**config.mk**
```make
export PLATFORM = sky130hd
export DESIGN_NAME = ocf_top
export DESIGN_NICKNAME = d
export VERILOG_FILES = /design/src/rtl/ocf_pkg.sv /design/src/rtl/ocf_tick_if.sv /design/src/rtl/ocf_unit_timer.sv /design/src/rtl/ocf_top.sv
export VERILOG_INCLUDE_DIRS = /design/src /design/src/rtl
export SDC_FILE = /design/constraint.sdc
export NUM_CORES = 1
export LEC_CHECK = 0
export ABC_AREA = 1
export BUFFER_PORTS_ARGS = -buffer_cell sky130_fd_sc_hd__clkbuf_2
export CAP_MARGIN = 40
export CORE_AREA = 2 2 162 124
export CTS_BUF_LIST = sky130_fd_sc_hd__clkbuf_4 sky130_fd_sc_hd__clkbuf_8
export DETAILED_ROUTE_END_ITERATION = 7
export DIE_AREA = 0 0 164 126
export GPL_TIMING_DRIVEN = 0
export PLACE_DENSITY = 0.85
export SETUP_SLACK_MARGIN = 0.02
export SLEW_MARGIN = 5
export SYNTH_ARGS = -nofsm -noshare
export SYNTH_HDL_FRONTEND = slang
export SYNTH_HIERARCHICAL = 1
export SYNTH_SLANG_ARGS = --single-unit
```
**constraint.sdc**
```tcl
create_clock -name clock_in -period 2.6 [get_ports clock_in]
set_clock_uncertainty 0.15 [all_clocks]
set_input_delay 0.52 -clock clock_in [delete_from_list [all_inputs] [get_ports clock_in]]
set_output_delay 0.52 -clock clock_in [all_outputs]
set_load 0.05 [all_outputs]
```
**src/rtl/ocf_consts.svh**
```systemverilog
// constants of the overcurrent fault, retry and bus address configuration block
`ifndef OCF_CONSTS_SVH
`define OCF_CONSTS_SVH

`define OCF_CMD_CFG        8'hc9
`define OCF_CMD_RESP       8'hca
`define OCF_LEN_CFG        3'd5
`define OCF_LEN_RESP       3'd1
`define OCF_CFG_RST        40'h0040000000
`define OCF_RESP_RST       8'h00

`define OCF_PG_POL         39
`define OCF_CTL_POL        32
`define OCF_BASE_HI        31
`define OCF_BASE_LO        24
`define OCF_OFS_HI         23
`define OCF_OFS_LO         17
`define OCF_OFS_RES        16
`define OCF_RSP_HI         7
`define OCF_RSP_LO         6
`define OCF_RTY_HI         5
`define OCF_RTY_LO         3
`define OCF_DLY_HI         2
`define OCF_DLY_LO         0

`define OCF_RSP_IGNORE     2'b00
`define OCF_RSP_RETRY      2'b11
`define OCF_RTY_NONE       3'b000
`define OCF_RTY_CONT       3'b111

`define OCF_CLK_PERIOD_NS  10
`define OCF_UNIT_BASE_NS   1000000
`define OCF_MS_CYCLES      (`OCF_UNIT_BASE_NS / `OCF_CLK_PERIOD_NS)
`define OCF_UNIT0_MS       9'd1
`define OCF_UNIT1_MS       9'd4
`define OCF_UNIT2_MS       9'd16
`define OCF_UNIT3_MS       9'd256

`define OCF_SY_SCL         4
`define OCF_SY_SDA         3
`define OCF_SY_OC          2
`define OCF_SY_ON          1
`define OCF_SY_CLR         0

`endif

```
**src/rtl/ocf_pkg.sv**
```systemverilog
// types of the overcurrent fault, retry and bus address configuration block
package ocf_pkg;

    typedef enum logic [4:0] {
        I_IDLE = 5'b00001,
        I_ADDR = 5'b00010,
        I_CMD  = 5'b00100,
        I_WR   = 5'b01000,
        I_RD   = 5'b10000
    } ocf_bus_e;

    typedef enum logic [3:0] {
        F_RUN   = 4'b0001,
        F_LIMIT = 4'b0010,
        F_WAIT  = 4'b0100,
        F_OFF   = 4'b1000
    } ocf_flt_e;

    typedef struct packed {
        logic [4:0]  sy1;
        logic [4:0]  sy2;
        logic [4:0]  prv;
        logic        strap_ok;
        logic [6:0]  strap;
        logic [39:0] cfg;
        logic [7:0]  resp;
        ocf_bus_e    bst;
        logic [3:0]  bcnt;
        logic [7:0]  sh;
        logic [7:0]  cmd;
        logic        cmd_ok;
        logic [2:0]  idx;
        logic [39:0] shadow;
        logic        mack;
        ocf_flt_e    fst;
        logic [7:0]  ucnt;
        logic [2:0]  tries;
        logic        restart;
        logic        od_low;
        logic        sda_oe_n;
        logic        flag;
        logic        alert_oe_n;
        logic        out_en;
        logic        limit;
        logic        pg;
    } ocf_st_s;

endpackage

```
**src/rtl/ocf_tick_if.sv**
```systemverilog
// link between the fault logic and its delay unit timer
`timescale 1ns/1ps
interface ocf_tick_if;
    logic [1:0] unit_sel;
    logic       restart;
    logic       tick;

    modport gen (
        input  unit_sel,
        input  restart,
        output tick
    );
    modport user (
        output unit_sel,
        output restart,
        input  tick
    );
endinterface

```
**src/rtl/ocf_unit_timer.sv**
```systemverilog
// delay unit timer: one-cycle tick per selected delay unit
`timescale 1ns/1ps
`include "ocf_consts.svh"
module ocf_unit_timer
    import ocf_pkg::*;
#(
    parameter int MS_CYCLES = `OCF_MS_CYCLES
) (
    input  wire logic clock_in,
    input  wire logic rst_in,
    ocf_tick_if.gen   tif
);
    typedef struct packed {
        logic [31:0] ms;
        logic [8:0]  un;
        logic        tick;
    } ocf_tmr_s;

    ocf_tmr_s   q;
    ocf_tmr_s   n;
    logic [8:0] lim;

    always_comb begin
        unique case (tif.unit_sel)
            2'b00: lim = `OCF_UNIT0_MS;
            2'b01: lim = `OCF_UNIT1_MS;
            2'b10: lim = `OCF_UNIT2_MS;
            2'b11: lim = `OCF_UNIT3_MS;
        endcase
        n = q;
        n.tick = 1'b0;
        if (tif.restart) begin
            n.ms = '0;
            n.un = '0;
        end else if (q.ms == 32'(MS_CYCLES - 1)) begin
            n.ms = '0;
            if (q.un >= lim - 9'd1) begin
                n.un = '0;
                n.tick = 1'b1;
            end else begin
                n.un = q.un + 9'd1;
            end
        end else begin
            n.ms = q.ms + 32'd1;
        end
    end

    always_ff @(posedge clock_in) begin
        if (rst_in) begin
            q <= '0;
        end else begin
            q <= n;
        end
    end

    assign tif.tick = q.tick;
endmodule

```
**src/rtl/ocf_top.sv**
```systemverilog
// overcurrent fault response with retry, plus bus address and pin polarity setup
`timescale 1ns/1ps
`include "ocf_consts.svh"
module ocf_top
    import ocf_pkg::*;
#(
    parameter int MS_CYCLES = `OCF_MS_CYCLES
) (
    input  wire logic       clock_in,
    input  wire logic       rst_in,
    input  wire logic       scl_in,
    input  wire logic       sda_in,
    output logic            sda_out,
    output logic            sda_oe_n_out,
    input  wire logic [6:0] addr_strap_in,
    input  wire logic       fast_oc_in,
    input  wire logic       on_off_in,
    input  wire logic       clear_faults_in,
    input  wire logic [1:0] iout_delay_unit_in,
    output logic            output_enable_out,
    output logic            current_limit_out,
    output logic            power_good_out,
    output logic            fault_flag_out,
    output logic            alert_out,
    output logic            alert_oe_n_out
);
    ocf_st_s     q;
    ocf_st_s     n;
    ocf_tick_if  tif();

    logic        scl;
    logic        sda;
    logic        scl_r;
    logic        scl_f;
    logic        start;
    logic        stop;
    logic        oc;
    logic        oc_rise;
    logic        on_act;
    logic        clr;
    logic        tick;
    logic [6:0]  ofs;
    logic [7:0]  addr_sum;
    logic [6:0]  my_addr;
    logic        known;
    logic [2:0]  wr_len;
    logic [39:0] rd_src;
    logic [7:0]  rd_byte;
    logic [1:0]  mode;
    logic [2:0]  retry;
    logic [7:0]  tgt;
    logic        at_end;
    logic        pg_raw;

    ocf_unit_timer #(
        .MS_CYCLES (MS_CYCLES)
    ) u_tmr (
        .clock_in (clock_in),
        .rst_in   (rst_in),
        .tif      (tif)
    );

    assign tif.unit_sel = iout_delay_unit_in;
    assign tif.restart  = q.restart;
    // a tick seen while the restart is still in flight is left over from the old count;
    // taking it would end a one-unit limit or wait period at once
    assign tick         = tif.tick & ~q.restart;

    // only the second sync stage and its delayed copy feed logic
    assign scl     = q.sy2[`OCF_SY_SCL];
    assign sda     = q.sy2[`OCF_SY_SDA];
    assign scl_r   = scl & ~q.prv[`OCF_SY_SCL];
    assign scl_f   = ~scl & q.prv[`OCF_SY_SCL];
    assign start   = scl & q.prv[`OCF_SY_SCL] & ~sda & q.prv[`OCF_SY_SDA];
    assign stop    = scl & q.prv[`OCF_SY_SCL] & sda & ~q.prv[`OCF_SY_SDA];
    assign oc      = q.sy2[`OCF_SY_OC];
    assign oc_rise = oc & ~q.prv[`OCF_SY_OC];
    assign clr     = q.sy2[`OCF_SY_CLR] & ~q.prv[`OCF_SY_CLR];
    assign on_act  = q.cfg[`OCF_CTL_POL] ? q.sy2[`OCF_SY_ON]
                                         : ~q.sy2[`OCF_SY_ON];

    // offset source: strap resistor or programmed field
    assign ofs      = q.cfg[`OCF_OFS_RES] ? q.strap
                                          : q.cfg[`OCF_OFS_HI:`OCF_OFS_LO];
    assign addr_sum = q.cfg[`OCF_BASE_HI:`OCF_BASE_LO] + {1'b0, ofs};
    assign my_addr  = addr_sum[6:0];

    assign known   = (q.cmd == `OCF_CMD_CFG) || (q.cmd == `OCF_CMD_RESP);
    assign wr_len  = (q.cmd == `OCF_CMD_CFG) ? `OCF_LEN_CFG : `OCF_LEN_RESP;
    assign rd_src  = (q.cmd == `OCF_CMD_CFG) ? q.cfg : {32'h0, q.resp};
    assign rd_byte = 8'(rd_src >> {q.idx, 3'b000});

    assign mode   = q.resp[`OCF_RSP_HI:`OCF_RSP_LO];
    assign retry  = q.resp[`OCF_RTY_HI:`OCF_RTY_LO];
    assign tgt    = 8'h01 << q.resp[`OCF_DLY_HI:`OCF_DLY_LO];
    assign at_end = tick && ((q.ucnt + 8'd1) == tgt);

    always_comb begin
        n = q;
        pg_raw = 1'b0;
        n.sy1 = {scl_in, sda_in, fast_oc_in, on_off_in, clear_faults_in};
        n.sy2 = q.sy1;
        n.prv = q.sy2;
        n.restart = 1'b0;
        // strap pins are static; take them once after reset is released
        if (!q.strap_ok) begin
            n.strap = addr_strap_in;
            n.strap_ok = 1'b1;
        end

        // ---- bus slave ----
        if (start) begin
            n.bst = I_ADDR;
            n.bcnt = '0;
            n.sda_oe_n = 1'b1;
        end else if (stop) begin
            // a write counts only if the whole register arrived
            if (q.bst == I_WR && q.cmd_ok && q.idx == wr_len) begin
                if (q.cmd == `OCF_CMD_CFG) begin
                    n.cfg = q.shadow;
                end else begin
                    n.resp = q.shadow[7:0];
                end
            end
            n.bst = I_IDLE;
            n.sda_oe_n = 1'b1;
        end else if (q.bst != I_IDLE) begin
            if (scl_r) begin
                if (q.bcnt < 4'd8) begin
                    n.sh = {q.sh[6:0], sda};
                end else begin
                    n.mack = ~sda;
                end
                n.bcnt = q.bcnt + 4'd1;
            end else if (scl_f) begin
                if (q.bcnt == 4'd8) begin
                    n.sda_oe_n = 1'b1;
                    unique case (q.bst)
                        I_ADDR: begin
                            if (q.sh[7:1] != my_addr) begin
                                n.bst = I_IDLE;
                            end else begin
                                n.sda_oe_n = 1'b0;
                                if (q.sh[0]) begin
                                    n.bst = I_RD;
                                    n.idx = '0;
                                    n.mack = 1'b1;
                                end else begin
                                    n.bst = I_CMD;
                                end
                            end
                        end
                        I_CMD: begin
                            n.cmd = q.sh;
                            n.idx = '0;
                            n.cmd_ok = (q.sh == `OCF_CMD_CFG) || (q.sh == `OCF_CMD_RESP);
                            n.sda_oe_n = ~n.cmd_ok;
                            n.bst = I_WR;
                        end
                        I_WR: begin
                            if (q.cmd_ok && q.idx < wr_len) begin
                                n.shadow[{q.idx, 3'b000} +: 8] = q.sh;
                                n.idx = q.idx + 3'd1;
                                n.sda_oe_n = 1'b0;
                            end
                        end
                        I_RD: begin
                            n.sda_oe_n = 1'b1;
                        end
                        I_IDLE: begin
                            n.bst = I_IDLE;
                        end
                    endcase
                end else if (q.bcnt == 4'd9) begin
                    n.bcnt = '0;
                    n.sda_oe_n = 1'b1;
                    if (q.bst == I_RD) begin
                        if (q.mack && known) begin
                            n.sh = rd_byte;
                            n.sda_oe_n = rd_byte[7];
                            n.idx = q.idx + 3'd1;
                        end else begin
                            n.bst = I_IDLE;
                        end
                    end
                end else if (q.bst == I_RD) begin
                    // read shift rotates our own bit back in, so msb is next
                    n.sda_oe_n = q.sh[7];
                end
            end
        end

        // ---- fault handling ----
        if (clr) begin
            n.flag = 1'b0;
        end
        if (oc_rise) begin
            n.flag = 1'b1;
        end

        unique case (q.fst)
            F_RUN: begin
                // code 00 and unlisted codes stay here and limit
                if (on_act && oc && mode == `OCF_RSP_RETRY) begin
                    n.fst = F_LIMIT;
                    n.ucnt = '0;
                    n.restart = 1'b1;
                end
            end
            F_LIMIT: begin
                if (!oc) begin
                    n.fst = F_RUN;
                end else if (at_end) begin
                    if (retry == `OCF_RTY_NONE) begin
                        n.fst = F_OFF;
                    end else if (retry != `OCF_RTY_CONT && q.tries >= retry) begin
                        n.fst = F_OFF;
                    end else begin
                        if (retry != `OCF_RTY_CONT) begin
                            n.tries = q.tries + 3'd1;
                        end
                        n.fst = F_WAIT;
                        n.ucnt = '0;
                        n.restart = 1'b1;
                    end
                end else if (tick) begin
                    n.ucnt = q.ucnt + 8'd1;
                end
            end
            F_WAIT: begin
                if (at_end) begin
                    n.fst = F_RUN;
                end else if (tick) begin
                    n.ucnt = q.ucnt + 8'd1;
                end
            end
            F_OFF: begin
                if (clr) begin
                    n.fst = F_RUN;
                    n.tries = '0;
                end
            end
        endcase
        // commanded off ends retrying, but a latched fault needs a clear
        if (!on_act && q.fst != F_OFF) begin
            n.fst = F_RUN;
            n.tries = '0;
        end

        n.out_en = on_act && (n.fst == F_RUN || n.fst == F_LIMIT);
        n.limit = n.out_en && oc;
        pg_raw = n.out_en && !oc;
        n.pg = q.cfg[`OCF_PG_POL] ? pg_raw : ~pg_raw;
        n.alert_oe_n = ~n.flag;
        n.od_low = 1'b0;
    end

    always_ff @(posedge clock_in) begin
        if (rst_in) begin
            q <= '0;
            q.cfg <= `OCF_CFG_RST;
            q.resp <= `OCF_RESP_RST;
            q.bst <= I_IDLE;
            q.fst <= F_RUN;
            q.sda_oe_n <= 1'b1;
            q.alert_oe_n <= 1'b1;
            q.pg <= 1'b1;
        end else begin
            q <= n;
        end
    end

    assign sda_out           = q.od_low;
    assign sda_oe_n_out      = q.sda_oe_n;
    assign output_enable_out = q.out_en;
    assign current_limit_out = q.limit;
    assign power_good_out    = q.pg;
    assign fault_flag_out    = q.flag;
    assign alert_out         = q.od_low;
    assign alert_oe_n_out    = q.alert_oe_n;
endmodule

```
After elaboration in Yosys (flattened, before gate mapping). Cells that the tools add are included.

Bits in registers: 206. Latch bits: 0. Bits in writable memories: 0. Bits in read-only memories: 0. Input bits: 16. Output and inout bits: 8. Logic and storage cells: 271. Memories kept: 0.

$add $sub $neg: 9. Multipliers: 0. Div/mod/pow operators: 0. Order comparisons: 4. Equality and inequality tests: 56. Shift operators: 4. Mux-type cells: 90. Bitwise gates (word level): 26. Reductions and logical operators: 52.

Operator list (number): $mux 43 (8); $mux 67 (2); $mux 17 (7); $mux 40 (2); $mux 12 (6); $mux 65 (1); $mux 52 (1); $mux 8 (6); $mux 41 (1); $bwmux 40 (1); $shift 8x8->40 const A (1); $shiftx 8x8->40 (1); $shr 40x6->8 (1); $pmux 9 s4 (1); $add 32x1->32 const B (1); $eq 32x17->1 const B (1); $eq 8x8->1 const B (4); $mux 4 (8); $reduce_and 7->1 (4); $mux 3 (9); $mux 9 (3); $mux 5 (5); $pmux 8 s3 (1); $ne 2x2->1 const B (11); other kinds (66) (155).

Logic depth before layout (Yosys ltp). Gate-level depths: netlist of the first run.

Depth in word-level cells: 19. Mapped depth: 19. Mapped depth without buffers: 18.

By module. The synthesis of the first run kept the hierarchy.

By module, submodules not included: ocf_top (times used 1, cells an instance 1147, area each 8254.2 µm²); ocf_unit_timer (times used 1, cells an instance 459, area each 2800.2 µm²).

Worst setup path before layout of the first run. No wires, ideal clock.

Kind: register to register. Start: register q[117] in the netlist's numbering. End: register q[66] in the netlist's numbering. Data arrival time: 2529 ps. Required time: 2306 ps. Path slack: -223 ps. Cell stages (with the launch flop): 16. Clock period less this slack: 2823 ps. Cells stage by stage: dfxtp_1 clkbuf_1 o21ai_0 ha_1 fa_1 a21oi_1 o21ai_0 xnor2_1 or2_2 nand3_1 nor2_1 nand3_1 nand2_2 nand3_1 nand2_1 a21oi_1.

Word-level cells in the longest chain between the ends: 5.

RTL lines: from (decl) (line ocf_top.sv:27) `ocf_st_s q;`; from (signal assigned) (line ocf_top.sv:269) `q <= n;`; $mux 7 (line ocf_top.sv:83) `` assign ofs = q.cfg[`OCF_OFS_RES] ? q.strap ``; $add 7x7->7 (line ocf_top.sv:85) `` assign addr_sum = q.cfg[`OCF_BASE_HI:`OCF_BASE_LO] + {1'b0, ofs}; ``; $ne 7x7->1 (line ocf_top.sv:140) `if (q.sh[7:1] != my_addr) begin`; $ne 3x3->1 (no source line); $reduce_and 12->1 (no source line).

Every way passes these cells. A chain may end at the register's enable or synchronous reset.

==> flow_summary.toml, run 1 <==
[logic_synthesis]
synth_simple_gate_area_share_pct = 30.8
synth_fa_ha_area_share_pct = 4.03
synthArstFlopShare_pct = 0
syn_area_um2 = 11100
ys_types = 57
yosys-mux-area-fraction_pct = 0
count_of_flip_flops_with_a_built_in_enable_after_synthesis = 0
syn_inst = 1606
synth_flop_cell = "sky130_fd_sc_hd__dfxtp_1"
synth_warnings = 6
postSynthRegisterBits = 204
dominant_combinational_cell_family_by_area_after_synthesis = "simple AND/OR/NAND/NOR gates"
synth_seq_area_share_pct = 36.9
synth_compound_area_share_pct = 16.9
syn-mean-instance-area_um2 = 6.88
synth_xor_xnor_area_share_pct = 1.65

[pwr]
power.share.combinational_pct = 3.2
intPower_mw = 4.91
power_frac_seq_pct = 49.4
switching_share_pct = 23.4
switching_power_mw = 1.50
power_mw = 6.41
clock_power_share_pct = 47.4
peakVddDrop_v = 0.000416
total_power_divided_by_cell_area_nw_per_um2 = 493
p_leak_nw = 5.27

[worst_hold_path]
min_from = "on_off_in"
worstHoldEndpoint = "n[155]"
hold_path.class = "input pin to flop"
holdPathStages = 3

[worst_setup_path]
max_stage_delay_ns = 0.33
critical_path_peak_fanout = 5
worst_flop_to_flop_path_startpoint = "q[68]"
ff2ff_path_depth = 16
crit_type = "flop to flop"
critPathArrivalTime_ns = 3.12
cp-end-kind = "flop"
critPathRequiredTime_ns = 2.90
critPathMostFrequentCell = "sky130_fd_sc_hd__nand2_2"
cp_cell_sequence = "inv_2 > or2_1 > nor2_2 > nand2_2 > buf_8 > ha_4 > nand2_2 > nand3b_1 > nand4_1 > nand2_2 > nor3_4 > nand4_1 > nor3_2 > inv_2 > clkbuf_16 > a211oi_2"
worst_path_max_delay_cell = "sky130_fd_sc_hd__dfxtp_2"
ff2ff_setup_slack_ns = -0.22
crit_path_start_kind = "flop"

[cells_and_area]
area_delta_synth_final_pct = 17.6
share_of_layout_cells_above_drive_strength_1_pct = 19.3
design.final.nets = 1741
insertedDiodeCount = 0
layout.cells.most_common = "sky130_fd_sc_hd__nand2_1"
most-common-layout-cells = "sky130_fd_sc_hd__nand2_1, sky130_fd_sc_hd__nor2_1, sky130_fd_sc_hd__dfxtp_1"
num-fill-cells = 1510
fin_area_um2 = 13000
finish.utilization_pct = 68.1

[grt]
grt_overflow = 0
grtUsageTotal_pct = 30.5
pin_count_of_the_biggest_net_entering_global_routing = 18
grt_first_pass_wirelength_mm = 50.7
via_count_of_the_first_global_routing_pass = 10400
grt_antenna_before_repair = 0

[die]
die_width_um = 164
floorplan.core_area_um2 = 19100
ios = 24
std_cell_rows = 44
die_height_um = 126
floorplan.die_area_um2 = 20700
start_util_pct = 57.9

[route]
viasPerCell = 5.75
met1Wirelength_mm = 13.6
route.final.wire_length_mm = 31.9
via_count = 11300
wire_length_per_cell_um = 16.3
met3_wirelength_mm = 3.61
wl_met2_mm = 13.6
highest_layer = "met4"
detailedRoute.firstPassIterationCount = 6
antenna_left = 0
drc_errors = 0
detail_route.iter0.violations = 1536

[place]
io_buffers = 21
placement.cell_area_um2 = 11500
place_congestion = 0.993
detailed_place_hpwl_mm = 21.8

[sta]
timing.final.crit_share_pct = 109
final-setup-viol-count = 48
timing.final.ws_setup_ns = -0.223
fin_crit_ns = 2.82
tns_ns = -6.56
holdWs_ns = 0.00985
rsz0062_at_grt = "true"
slew_violations = 0
slew_headroom_pct = 43.1
timing_worst_slew_pin_value_ns = 0.854
max_clock_freq_mhz = 354
hold_violations = 0

[cts]
clk_path_buf_depth = 3
worstSkewPairLatency_ns = 0.55
clock_tree_root_driver_cell = "sky130_fd_sc_hd__clkbuf_8"
number_of_buffers_inserted_during_clock_tree_synthesis = 34
cts_tree = "yes"
cts.htree.levels = 2
clkSlewWorstSetupHoldPaths_ns = 0.07
numClockSinks = 204

[outcome]
outcome = "finished with violations"
failed_checks = "negative setup slack"

[flow_run]
maxCapViolCount = 0
critical path: cells and delay by family (launching register included):
| family | cells | cell delay (ns) |
|---|---|---|
| AO/OA/AOI/OAI | 1 | 0.20 |
| AND/OR/NAND/NOR | 10 | 1.36 |
| adder cells (fa/ha/maj) | 1 | 0.21 |
| buffers and inverters | 4 | 0.47 |
| flip-flops | 1 | 0.33 |
layer usage:
layer / vias to the layer above / global-route usage, %
li1: 5403 / -
met1: 5167 / 42.3
met2: 616 / 46.1
met3: 114 / 8.27
met4: 0 / 9.86
met5: - / 0
layout make-up:
cell class / instances / area, um^2 / share of cell area (%)
Clock inverter: 11 / 110 / 0.847
Timing Repair Buffer: 48 / 374 / 2.88
Multi-Input combinational cell: 1138 / 6370 / 49.0
Timing Repair inverter: 1 / 5.00 / 0.0385
Buffer: 56 / 339 / 2.61
Sequential cell: 204 / 4100 / 31.5
Tap cell: 253 / 317 / 2.43
Inverter: 207 / 792 / 6.09
Clock buffer: 46 / 602 / 4.63
worst max-delay path by stage:
stage	startpoint	to	cells past startpoint
after global routing	q[68]	flop	16
after detailed placement	q[117]	q[64]	15
final	q[68]	flop	16
after floorplan	q[117]	q[66]	16
after CTS	q[68]	flop	18
after global placement	q[117]	q[66]	16
per-stage QoR:
stage / setup slack [ns] / cells
after detailed placement: -0.487 / 1882
final: -0.223 / 1964
after floorplan: 0.0259 / 1607
after global routing: -0.356 / 1964
after CTS: -0.203 / 1956
after global placement: -0.397 / 1881
kinds of logic after synthesis:
family,Yosys count
fa+ha+maj,35
simple gates,748
xor+xnor,20
other cells,2
buf+inv,266
flops,204
compound gates,331
power by group through the flow:
stage          combinational [mW]  sequential, mW  clock, mW
6_report                    0.204            3.17       3.04
4_1_cts                     0.195            3.17       3.05
5_1_grt                     0.222            3.17       3.20
3_5_place_dp                0.192            3.24          0
3_3_place_gp                0.185            3.23          0
2_1_floorplan               0.116            3.25          0
synth_stat cells, types with 3 or more instances:
cell type / number / share of area (%)
sky130_fd_sc_hd__dfxtp_1: 204 / 37
sky130_fd_sc_hd__nor3_2: 10 / 0.91
sky130_fd_sc_hd__nand3_2: 10 / 0.91
sky130_fd_sc_hd__buf_4: 4 / 0.27
sky130_fd_sc_hd__a211oi_1: 12 / 0.81
sky130_fd_sc_hd__nor2_4: 6 / 0.61
sky130_fd_sc_hd__nand2_1: 295 / 10
sky130_fd_sc_hd__nor2_2: 18 / 1.0
sky130_fd_sc_hd__o211ai_1: 5 / 0.34
sky130_fd_sc_hd__a211oi_2: 9 / 1.0
sky130_fd_sc_hd__nand4_1: 23 / 1.3
sky130_fd_sc_hd__nand2_2: 10 / 0.57
sky130_fd_sc_hd__xor2_1: 11 / 0.87
sky130_fd_sc_hd__inv_2: 21 / 0.71
sky130_fd_sc_hd__buf_6: 6 / 0.61
sky130_fd_sc_hd__a22oi_1: 13 / 0.88
sky130_fd_sc_hd__or2_2: 5 / 0.28
sky130_fd_sc_hd__ha_1: 34 / 3.8
sky130_fd_sc_hd__clkinv_1: 4 / 0.14
sky130_fd_sc_hd__buf_2: 9 / 0.41
sky130_fd_sc_hd__xnor2_1: 8 / 0.63
sky130_fd_sc_hd__nor2_1: 230 / 7.8
sky130_fd_sc_hd__nor4_1: 3 / 0.17
sky130_fd_sc_hd__nor3_1: 23 / 1.0
sky130_fd_sc_hd__nand3_1: 96 / 4.3
sky130_fd_sc_hd__nand3b_1: 6 / 0.41
sky130_fd_sc_hd__inv_1: 182 / 6.2
sky130_fd_sc_hd__clkbuf_1: 33 / 1.1
sky130_fd_sc_hd__a21oi_1: 144 / 6.5
sky130_fd_sc_hd__buf_1: 6 / 0.20
sky130_fd_sc_hd__o21ai_0: 130 / 5.9
timing repair:
action                     CTS  global route
pin swaps                   23            30
gates resized for setup     99            80
hold buffers                 0             0
cloned                       5             1
setup endpoints to repair   96           115
setup buffers               16             7
No activity file was read; power rests on OpenSTA's default activity.
==> run 2, diff against run 1 <==
--- a/config.mk
+++ b/config.mk
@@ -9,12 +9,12 @@
 export ABC_AREA = 1
 export BUFFER_PORTS_ARGS = -buffer_cell sky130_fd_sc_hd__clkbuf_2
 export CAP_MARGIN = 40
-export CORE_AREA = 2 2 162 124
+export CORE_AREA = 2 2 160 123
 export CTS_BUF_LIST = sky130_fd_sc_hd__clkbuf_4 sky130_fd_sc_hd__clkbuf_8
 export DETAILED_ROUTE_END_ITERATION = 7
-export DIE_AREA = 0 0 164 126
+export DIE_AREA = 0 0 162 125
 export GPL_TIMING_DRIVEN = 0
-export PLACE_DENSITY = 0.85
+export PLACE_DENSITY = 0.83
 export SETUP_SLACK_MARGIN = 0.02
 export SLEW_MARGIN = 5
 export SYNTH_ARGS = -nofsm -noshare
==> constraint.sdc (replaced) <==
create_clock -name clock_in -period 3.35 [get_ports clock_in]
set_clock_uncertainty 0.15 [all_clocks]
set_input_delay 0.67 -clock clock_in [delete_from_list [all_inputs] [get_ports clock_in]]
set_output_delay 0.67 -clock clock_in [all_outputs]
set_load 0.05 [all_outputs]
==> run 2 against run 1 <==
Net effect:
- the flow now finishes without violations
- clock-buffer cell count decreased by 6
- sequential power decreased by 22%
- hold slack improved by 0.12 ns
- sequential share of layout area increased by 2.2 points
- largest power group unchanged
- flip-flop and latch count unchanged
- maximum frequency decreased by 11%
- combinational power decreased by 25%
- critical path depth unchanged
- routed wire length decreased by 9.2%
- register-to-register slack improved by 0.40 ns
- first-iteration DRC count decreased by 11%
==> flow_summary.toml, run 2 (synthesis results as in run 1) <==
[route]
route.final.wire_length_mm = 29.0
detail_route.iter0.violations = 1371
drc_errors = 0
detailedRoute.firstPassIterationCount = 7
via_count = 10900
viasPerCell = 5.65
wire_length_per_cell_um = 15.0
antenna_left = 0

[cts]
clk_path_buf_depth = 3
worstSkewPairLatency_ns = 0.58
clock_tree_root_driver_cell = "sky130_fd_sc_hd__clkbuf_8"
numClockSinks = 204
number_of_buffers_inserted_during_clock_tree_synthesis = 31
cts_tree = "yes"
clkSlewWorstSetupHoldPaths_ns = 0.06
cts.htree.levels = 1

[worst_setup_path]
ff2ff_path_depth = 16
critPathRequiredTime_ns = 3.71
worst_flop_to_flop_path_startpoint = "q[68]"
critPathArrivalTime_ns = 3.54
cp_cell_sequence = "inv_1 > or2_1 > nor2_1 > nand2_1 > clkbuf_2 > ha_1 > nand2_1 > nand3b_1 > nand4_1 > nand3_1 > nor3_1 > nand3_1 > nor3_4 > clkbuf_4 > o21ai_0 > a21oi_1"
max_stage_delay_ns = 0.34
ff2ff_setup_slack_ns = 0.18
crit_path_start_kind = "flop"
critical_path_peak_fanout = 10
crit_type = "flop to flop"
worst_path_max_delay_cell = "sky130_fd_sc_hd__ha_1"
cp-end-kind = "flop"

[sta]
max_clock_freq_mhz = 315
timing.final.ws_setup_ns = 0.177
tns_ns = 0
rsz0062_at_grt = "false"
final-setup-viol-count = 0
slew_headroom_pct = 49.1
fin_crit_ns = 3.17
hold_violations = 0
timing.final.crit_share_pct = 94.7
slew_violations = 0
timing_worst_slew_pin_value_ns = 0.764

[worst_hold_path]
holdPathStages = 3
worstHoldEndpoint = "n[157]"
min_from = "sda_in"
hold_path.class = "input pin to flop"

[grt]
grt_first_pass_wirelength_mm = 47.8
grt_antenna_before_repair = 0
pin_count_of_the_biggest_net_entering_global_routing = 16
grt_overflow = 0
grtUsageTotal_pct = 28.6
via_count_of_the_first_global_routing_pass = 9865

[pwr]
power_frac_seq_pct = 52.6
peakVddDrop_v = 0.000304
p_leak_nw = 4.96
power_mw = 4.67
intPower_mw = 3.57
power.share.combinational_pct = 3.3
total_power_divided_by_cell_area_nw_per_um2 = 386
clock_power_share_pct = 44.1
switching_power_mw = 1.10
switching_share_pct = 23.6

[cells_and_area]
num-fill-cells = 1686
fin_area_um2 = 12100
layout.cells.most_common = "sky130_fd_sc_hd__nand2_1"
most-common-layout-cells = "sky130_fd_sc_hd__nand2_1, sky130_fd_sc_hd__nor2_1, sky130_fd_sc_hd__dfxtp_1"
insertedDiodeCount = 0
design.final.nets = 1713
final_cells = 1933
area_delta_synth_final_pct = 9.60
share_of_layout_cells_above_drive_strength_1_pct = 11.9

[place]
place.detailed.instances = 1882
place_congestion = 0.981
pre_cts_ws_ns = -0.0461
detailed_place_hpwl_mm = 21.7
placement.cell_area_um2 = 11500
io_buffers = 21

[flow_run]
maxCapViolCount = 0

[die]
ios = 24
start_util_pct = 58.7
floorplan.core_area_um2 = 18800
die_width_um = 162
std_cell_rows = 44
floorplan.die_area_um2 = 20300
die_height_um = 125

[outcome]
outcome = "completed"
-- run 2: cell types whose count changed in the layout (fill, tap and decap cells not counted), moves of 7 or more --
| cell | change |
|---|---|
| sky130_fd_sc_hd__a21oi_1 | +13 |
| sky130_fd_sc_hd__a21oi_2 | -13 |
| sky130_fd_sc_hd__buf_4 | -18 |
| sky130_fd_sc_hd__buf_6 | -7 |
| sky130_fd_sc_hd__clkbuf_1 | +8 |
| sky130_fd_sc_hd__dfxtp_1 | +7 |
| sky130_fd_sc_hd__nand2_1 | +19 |
| sky130_fd_sc_hd__nand2_2 | -13 |
| sky130_fd_sc_hd__nand3_1 | +7 |
| sky130_fd_sc_hd__nor2_1 | +16 |
| sky130_fd_sc_hd__nor2_4 | -11 |
| sky130_fd_sc_hd__o21ai_0 | +15 |
| sky130_fd_sc_hd__o21ai_1 | -7 |
-- run 2: power groups by stage --
stage / Sequential (mW) / Clock [mW] / Combinational (mW)
final: 2.46 / 2.06 / 0.154
after global routing: 2.46 / 2.20 / 0.169
after CTS: 2.46 / 2.09 / 0.152
after detailed placement: 2.51 / 0 / 0.151
after global placement: 2.51 / 0 / 0.146
after floorplan: 2.52 / 0 / 0.0897
-- run 2: worst max-delay path by stage --
| stage | start | cells past startpoint | endpoint | slack [ns] |
|---|---|---|---|---|
| after detailed placement | q[117] | 16 | q[65] | -0.05 |
| after CTS | q[117] | 16 | q[65] | 0.05 |
| final | q[68] | 16 | flop | 0.18 |
| after global routing | q[68] | 16 | flop | 0.02 |
| after floorplan | q[117] | 15 | q[66] | 0.53 |
| after global placement | q[117] | 16 | q[66] | 0.02 |
-- run 2: area by class of cell --
cell class | instances | area [um^2] | share of cell area, %
flip-flops and latches | 204 | 4090 | 33.7
repair buffers | 23 | 124 | 1.02
clock inverters | 11 | 85.1 | 0.702
clock buffers | 40 | 519 | 4.29
plain buffers | 58 | 294 | 2.43
well taps | 253 | 317 | 2.61
inverters | 207 | 777 | 6.41
multi-input cells | 1137 | 5910 | 48.8
-- run 2: worst max-delay path: cells and delay by family, from the launching register on --
kind | cells | cell delay, ns
and+or+nand+nor | 10 | 1.56
buffers and inverters | 3 | 0.52
adders and majority gates | 1 | 0.34
DFF | 1 | 0.32
AOI/OAI and AO/OA | 2 | 0.22
-- run 2: metrics by stage --
stage / hold WS, ns / utilization, %
after floorplan: 0.238 / -
after global placement: 0.244 / 61.0
after detailed placement: 0.247 / 61.0
after CTS: 0.106 / 64.2
after global routing: 0.116 / 64.3
final: 0.127 / 64.3
-- run 2: layer usage --
layer  GRT usage [%]  part of all wire, %  vias to the layer above
met3            6.54                   10                       60
met4            7.44                  2.2                        0
met2            43.0                   43                      507
met1            41.4                   44                     4982
li1                -                    -                     5365
met5               0                    0                        -
-- run 2: repair_timing --
item,CTS,global route
pin swaps,0,1
setup buffers,0,1
endpoints found under the setup margin,6,22
resized for setup,1,8
hold buffers,0,0
endpoints found under the hold margin,0,0
